==> src/shared/sof_framer_defs.vh <==
`ifndef SOF_FRAMER_DEFS_VH
`define SOF_FRAMER_DEFS_VH

// framing codes
`define SOF_ESCAPE_CODE      8'hfa
`define SOF_START_MARKER     8'hfc
`define SOF_END_MARKER       8'hfe

// message type field
`define SOF_TYPE_SINGLE      3'h0
`define SOF_TYPE_MULTI       3'h1

// message layout, in bytes
`define SOF_FIXED_BYTES      8'd7
`define SOF_HEAD_BYTES       8'd5
`define SOF_BLOCK_BYTES      8'd6
`define SOF_MAX_BLOCKS       3'd4
`define SOF_MAX_VENDOR       5'd21

// clock and serial timing
`define SOF_CLK_HZ           40000000
`define SOF_BAUD_RATE        19200
`define SOF_BAUD_DIV         (`SOF_CLK_HZ / `SOF_BAUD_RATE)
`define SOF_BITS_PER_CHAR    10
`define SOF_GAP_CHARS        10
`define SOF_GAP_BITS         (`SOF_BITS_PER_CHAR * `SOF_GAP_CHARS)
`define SOF_REPORT_MS        1000
`define SOF_REPORT_CYCLES    (`SOF_CLK_HZ / 1000 * `SOF_REPORT_MS)

`endif

==> src/design/sof_framer.v <==
`include "sof_framer_defs.vh"

// How it works
// - 19200 baud, 8N1, no flow control
// - bit rate set by divisor input
// - display update strobe triggers a packet
// - periodic timer forces packet each second
// - ten idle character times before message
// - start marker first, not counted
// - length counts length, body, checksum
// - size clamped so length stays small
// - escape before data byte fa or fe
// - checksum is low seven bits of sum
// - end marker last, not counted
// - bit seven msb, bit zero lsb
// - general report length includes type byte
// - seven standard bytes plus blocks, vendor
// - at most 28 plus 6 per block
// - type byte: version and antenna code
// - one to four antenna blocks
module sof_framer #(
    parameter REPORT_CYCLES = `SOF_REPORT_CYCLES
) (
    // clock and reset
    input  wire         clk,
    input  wire         rst_n,
    // rate control
    input  wire [15:0]  baud_div,
    // report triggers
    input  wire         update_strobe,
    // report contents
    input  wire [4:0]   report_version,
    input  wire [7:0]   system_mode,
    input  wire [7:0]   system_status,
    input  wire [7:0]   patrol_speed,
    input  wire [2:0]   antenna_count,
    input  wire [191:0] antenna_data,
    input  wire [4:0]   vendor_count,
    input  wire [167:0] vendor_data,
    // serial line and status
    output reg          serial_out,
    output reg          frame_busy
);

    localparam F_IDLE  = 3'd0;
    localparam F_GAP   = 3'd1;
    localparam F_START = 3'd2;
    localparam F_BODY  = 3'd3;
    localparam F_DATA  = 3'd4;
    localparam F_END   = 3'd5;
    localparam F_DRAIN = 3'd6;

    reg  [2:0]   state;
    reg          pending;
    reg  [31:0]  tmr;
    reg  [23:0]  gap_cnt;
    reg  [7:0]   idx;
    reg  [6:0]   sum;
    reg  [7:0]   msg_len;
    reg  [2:0]   blocks;
    reg  [7:0]   snap_type;
    reg  [7:0]   snap_mode;
    reg  [7:0]   snap_status;
    reg  [7:0]   snap_patrol;
    reg  [191:0] snap_ant;
    reg  [167:0] snap_vend;

    // serial transmitter
    reg          tx_go;
    reg  [7:0]   tx_byte;
    reg          tx_busy;
    reg  [15:0]  baud_cnt;
    reg  [3:0]   bit_cnt;
    reg  [8:0]   shreg;

    // clamped block and vendor counts
    reg  [2:0]   next_blocks;
    reg  [4:0]   vend_n;
    reg  [7:0]   next_len;
    // byte selection
    reg  [7:0]   cur_byte;
    reg  [7:0]   bi;
    reg  [7:0]   ant_end;
    wire [7:0]   ant_k;
    wire [7:0]   vend_k;
    wire [191:0] ant_sh;
    wire [167:0] vend_sh;
    wire         issue;
    wire         is_data;
    wire         needs_esc;
    wire [23:0]  gap_cycles;
    wire [31:0]  gap_full;

    assign issue      = !tx_busy && !tx_go;
    assign ant_k      = bi - `SOF_HEAD_BYTES;
    assign vend_k     = bi - ant_end;
    assign ant_sh     = snap_ant >> {ant_k[4:0], 3'b000};
    assign vend_sh    = snap_vend >> {vend_k[4:0], 3'b000};
    assign gap_full   = baud_div * `SOF_GAP_BITS;
    assign gap_cycles = gap_full[23:0];
    // escape only type and data bytes
    assign is_data    = (idx != 8'd0) && (idx != msg_len - 8'd1);
    // collision with escape or end code
    assign needs_esc  = is_data && ((cur_byte == `SOF_ESCAPE_CODE) ||
                                    (cur_byte == `SOF_END_MARKER));

    always @* begin
        // keep block count in one to four
        if (antenna_count == 3'd0)
            next_blocks = 3'd1;
        else if (antenna_count > `SOF_MAX_BLOCKS)
            next_blocks = `SOF_MAX_BLOCKS;
        else
            next_blocks = antenna_count;
        // vendor part capped at 21 bytes
        if (vendor_count > `SOF_MAX_VENDOR)
            vend_n = `SOF_MAX_VENDOR;
        else
            vend_n = vendor_count;
        next_len = `SOF_FIXED_BYTES + {3'b000, vend_n} +
                   {5'b00000, next_blocks} * `SOF_BLOCK_BYTES;
    end

    always @* begin
        bi      = idx - 8'd1;
        ant_end = `SOF_HEAD_BYTES + {5'b00000, blocks} * `SOF_BLOCK_BYTES;
        if (idx == 8'd0)
            cur_byte = msg_len;
        // low seven bits of running sum
        else if (idx == msg_len - 8'd1)
            cur_byte = {1'b0, sum};
        else if (bi == 8'd0)
            cur_byte = snap_type;
        else if (bi == 8'd1)
            cur_byte = snap_mode;
        else if (bi == 8'd2)
            cur_byte = snap_status;
        else if (bi == 8'd3)
            cur_byte = snap_patrol;
        else if (bi == 8'd4)
            cur_byte = {5'b00000, blocks};
        else if (bi < ant_end)
            cur_byte = ant_sh[7:0];
        else
            cur_byte = vend_sh[7:0];
    end

    always @(posedge clk or negedge rst_n) begin
        if (!rst_n) begin
            tmr     <= 32'd0;
            pending <= 1'b0;
        end else begin
            if (state == F_IDLE && pending && issue)
                tmr <= 32'd0;
            else if (tmr != REPORT_CYCLES - 2)
                tmr <= tmr + 32'd1;
            if (update_strobe || (tmr == REPORT_CYCLES - 2))
                pending <= 1'b1;
            else if (state == F_START)
                pending <= 1'b0;
        end
    end

    // start, eight data lsb first, stop
    always @(posedge clk or negedge rst_n) begin
        if (!rst_n) begin
            serial_out <= 1'b1;
            tx_busy    <= 1'b0;
            baud_cnt   <= 16'd0;
            bit_cnt    <= 4'd0;
            shreg      <= 9'h1ff;
        end else if (!tx_busy) begin
            if (tx_go) begin
                shreg      <= {1'b1, tx_byte};
                serial_out <= 1'b0;
                baud_cnt   <= baud_div - 16'd1;
                bit_cnt    <= 4'd9;
                tx_busy    <= 1'b1;
            end
        end else if (baud_cnt != 16'd0) begin
            baud_cnt <= baud_cnt - 16'd1;
        end else if (bit_cnt != 4'd0) begin
            serial_out <= shreg[0];
            shreg      <= {1'b1, shreg[8:1]};
            bit_cnt    <= bit_cnt - 4'd1;
            baud_cnt   <= baud_div - 16'd1;
        end else begin
            tx_busy <= 1'b0;
        end
    end

    always @(posedge clk or negedge rst_n) begin
        if (!rst_n) begin
            state       <= F_IDLE;
            frame_busy  <= 1'b0;
            gap_cnt     <= 24'd0;
            idx         <= 8'd0;
            sum         <= 7'd0;
            msg_len     <= 8'd0;
            blocks      <= 3'd1;
            snap_type   <= 8'h00;
            snap_mode   <= 8'h00;
            snap_status <= 8'h00;
            snap_patrol <= 8'h00;
            snap_ant    <= 192'h0;
            snap_vend   <= 168'h0;
            tx_go       <= 1'b0;
            tx_byte     <= 8'h00;
        end else begin
            tx_go <= 1'b0;
            case (state)
                F_IDLE: begin
                    if (pending && issue) begin
                        gap_cnt    <= 24'd0;
                        frame_busy <= 1'b1;
                        state      <= F_GAP;
                    end
                end
                F_GAP: begin
                    if (gap_cnt >= gap_cycles - 24'd1) begin
                        state <= F_START;
                    end else begin
                        gap_cnt <= gap_cnt + 24'd1;
                    end
                end
                // start marker, outside count and sum
                F_START: begin
                    if (next_blocks == 3'd1)
                        snap_type <= {`SOF_TYPE_SINGLE, report_version};
                    else
                        snap_type <= {`SOF_TYPE_MULTI, report_version};
                    snap_mode   <= system_mode;
                    snap_status <= system_status;
                    snap_patrol <= patrol_speed;
                    snap_ant    <= antenna_data;
                    snap_vend   <= vendor_data;
                    blocks      <= next_blocks;
                    // longest length is 52, below fa
                    msg_len     <= next_len;
                    idx         <= 8'd0;
                    sum         <= 7'd0;
                    tx_byte     <= `SOF_START_MARKER;
                    tx_go       <= 1'b1;
                    state       <= F_BODY;
                end
                F_BODY, F_DATA: begin
                    if (issue) begin
                        tx_go <= 1'b1;
                        if (state == F_BODY && needs_esc) begin
                            tx_byte <= `SOF_ESCAPE_CODE;
                            state   <= F_DATA;
                        end else begin
                            tx_byte <= cur_byte;
                            if (idx != msg_len - 8'd1)
                                sum <= sum + cur_byte[6:0];
                            idx <= idx + 8'd1;
                            if (idx == msg_len - 8'd1)
                                state <= F_END;
                            else
                                state <= F_BODY;
                        end
                    end
                end
                F_END: begin
                    if (issue) begin
                        tx_byte <= `SOF_END_MARKER;
                        tx_go   <= 1'b1;
                        state   <= F_DRAIN;
                    end
                end
                F_DRAIN: begin
                    if (issue) begin
                        frame_busy <= 1'b0;
                        state      <= F_IDLE;
                    end
                end
                default: begin
                    state <= F_IDLE;
                end
            endcase
        end
    end

endmodule // sof_framer

==> config.mk <==
export PLATFORM = sky130hd
export DESIGN_NAME = sof_framer
export DESIGN_NICKNAME = d
export VERILOG_FILES = /design/src/design/sof_framer.v
export VERILOG_INCLUDE_DIRS = /design/src /design/src/shared
export SDC_FILE = /design/constraint.sdc
export NUM_CORES = 1
export LEC_CHECK = 0
export BUFFER_PORTS_ARGS = -buffer_cell sky130_fd_sc_hd__buf_4
export CAP_MARGIN = 20
export CORE_MARGIN = 5
export CORE_UTILIZATION = 53
export DETAILED_ROUTE_END_ITERATION = 8
export PLACE_DENSITY = 0.78
export SYNTH_ARGS = -nofsm -noshare
export SYNTH_HDL_FRONTEND = slang
export SYNTH_SLANG_ARGS = --single-unit
==> constraint.sdc <==
create_clock -name clk -period 6.12 [get_ports clk]
set_clock_uncertainty 0.1 [all_clocks]
set_input_delay 1.224 -clock clk [delete_from_list [all_inputs] [get_ports clk]]
set_output_delay 1.224 -clock clk [all_outputs]
set_load 0.03 [all_outputs]
==> impl_metrics.tcl <==
set metrics [dict create \
    numClockSinks 515 \
    clock-root-buffer "clkbuf_16" \
    p_per_area_mw_per_mm2 255 \
    grt_pass1_wl_mm 133 \
    path_buf_inv 3 \
    cpMaxStageDelayCell "or3_1" \
    synth_area_leaders "dfrtp_1 44%, nand2_1 17%, mux4_2 6.9%, ha_1 5.7%, xnor2_1 1.9%" \
    drt-initial-drc-count 2154 \
    die_w_um 244 \
    yosysTopAreaCell "dfrtp_1" \
    yosysWarnings 0 \
    port_buffers 417 \
    grt_start_max_net_pins 193 \
    ys_ff_latch 515 \
    syn-cell-area_mm2 0.0289 \
    wl_mm 85.2 \
    fillers 4183 \
    cts_made_buffers 54 \
    cts_tree "yes" \
    rsz0062_at_grt "true" \
    dp_hpwl_mm 61.8 \
    finalCritPeriodShare_pct 102 \
    via_per_inst 5.63 \
    grt_usage_pct 27.9 \
    crit_type "in2reg" \
    netlist.area_leader.share_pct 43.7 \
    drc 0 \
    area_delta_synth_final_pct 24.5 \
    clk_latency_ns 0.65 \
    ant_nets 0 \
    clk_path_buf_depth 3 \
    max-cap-violations 0 \
    synthCells 3267 \
    crit_arrival_ns 6.64 \
    rows 85 \
    min_path_cells 2 \
    max-vdd-ir-drop_mv 0.250 \
    tightest_slew_ns 1.12 \
    r2r_setup_slack_ns 0.30 \
    hold_violations 0 \
    coreArea_mm2 0.0539 \
    startpoint_type "input pin" \
    synth_most_common_cell "nand2_1" \
    slew_headroom_pct 25.0 \
    clkTransAtPathRegs_ns 0.06 \
    synth_common_cells "1311 x nand2_1, 505 x dfrtp_1, 141 x clkbuf_1, 132 x ha_1, 126 x nor2_1" \
    p_leak_nw 17.6 \
    yosys.cell_types.count 87 \
    place_congestion 0.929 \
    synth_async_sr_flop_share_pct 100 \
    dieArea_mm2 0.0593 \
    synth_nets 3829 \
    violations "setup timing" \
    synth_edf_count 0 \
    setup_viol 19 \
    hp-class "reg2reg" \
    fin_util_pct 66.7 \
    drive_gt1_share_pct 23.4 \
    period_minus_slack_ns 6.24 \
    initial_core_util_pct 53.6 \
    fmax_mhz 160 \
    setup_tns_ns -1.49 \
    nets 4281 \
    first_pass_iters 5 \
    setup_slack_ns -0.123 \
    finalMaxSlewViolations 0 \
    cp-end-kind "register" \
    cp_slowest_stage_delay_ns 0.35 \
    cp.depth 29 \
    status "finished with violations" \
    antenna_found_initial 7 \
    grt_pass1_vias 24900 \
    post_drt_wl_per_cell_um 19.1 \
    die_h_um 244 \
    ys.flop_type "dfrtp_1" \
    holdWs_ns 0.362 \
    vias 25100 \
    syn_area_per_cell_um2 8.85 \
    ys_seq_area_share_pct 44.6 \
    htree_levels 2 \
    reg2regPathDepth 24 \
    ios 418 \
    gr-total-overflow 0 \
    crit_family "simple AND/OR/NAND/NOR gates" \
    required_ns 6.52 \
    critPathMaxFanout 7 \
]
[registers in the layout, summed over array words and instances, names as in the netlist, 6 cells and up]
register     flops
gap_cnt         24
snap_type        6
tmr             32
sum              7
tx_byte          8
snap_vend      168
snap_status      8
idx              8
shreg            8
msg_len          7
baud_cnt        16
snap_patrol      8
snap_mode        8
snap_ant       192
[cell usage in the layout, fill, tap and decap left out, types with 47 or more instances in the layout]
cell type  instances
a21oi_1           84
buf_4            548
clkbuf_16         54
dfrtp_1          504
ha_1             111
inv_1            105
mux4_2            88
nand2_1         1310
nand3_1           47
nor2_1           124
o21ai_0           86
xnor2_1           62
[through the flow]
step	power, W	instance area [um^2]	worst slack (ns)	std cells
floorplan	0.00470	29000	-0.369	3267
global placement	0.00548	33400	-0.763	4340
detailed placement	0.00551	33400	-0.849	4340
CTS	0.00916	35500	0.0112	4448
global route	0.00957	36000	-0.424	4464
finish	0.00918	36000	-0.123	4466
[worst min-delay path: cells and delay by family, from the launching register on]
family        cells  cell delay (ns)
flops             1             0.37
simple gates      2             0.09
[layout make-up]
type | count | area [um^2] | area share, %
diodes | 5 | 12.5 | 0.0348
clock buffers | 67 | 1500 | 4.17
clock inverters | 35 | 483 | 1.34
inverters | 117 | 453 | 1.26
multi-input cells | 2463 | 15400 | 42.7
flip-flops and latches | 515 | 12900 | 35.9
well taps | 696 | 871 | 2.42
repair buffers | 568 | 4400 | 12.2
[power by group]
| part | total, W | leakage, nW | switching, W | internal (W) |
|---|---|---|---|---|
| combinational | 0.00183 | 10.5 | 0.000925 | 0.000907 |
| clock | 0.00362 | 0.978 | 0.00148 | 0.00214 |
| sequential | 0.00373 | 6.12 | 0.000138 | 0.00359 |
[metal layers]
| metal | vias up | GRT usage [%] | wire [um] | part of all wire, % |
|---|---|---|---|---|
| li1 | 11800 | - | - | - |
| met5 | - | 0 | 27 | 0.032 |
| met4 | 4 | 11.1 | 3750 | 4.4 |
| met3 | 203 | 4.99 | 5670 | 6.7 |
| met2 | 878 | 46.3 | 41600 | 49 |
| met1 | 12200 | 36.8 | 34200 | 40 |
[cells by family (layout without fill, tap and decap cells)]
logic type	count (synthesis)	in the layout	synth area share, %
compound gates	362	363	8.21
xor+xnor	112	113	3.44
fa+ha+maj	146	146	6.68
buf+inv	291	787	3.93
flops	515	515	44.6
mux	134	134	8.59
other cells	1	6	0.0130
simple gates	1706	1706	24.5
[final timing paths]
check / from / endpoint
worst max-delay path: baud_div[2] / gap_cnt[15]
worst min-delay path: serial_out / serial_out
worst max register to register: idx[0] / sum[6]
worst min register to register: serial_out / serial_out
max in group asynchronous: rst_n / snap_ant[135]
min in group asynchronous: rst_n / snap_vend[114]
[what timing repair did]
action	in CTS	in global routing
pin swaps	20	36
hold buffers	0	0
setup buffers	5	10
gates cloned	1	2
setup endpoints to repair	18	27
resized for setup	13	68
(Power assumes the default switching activity.)
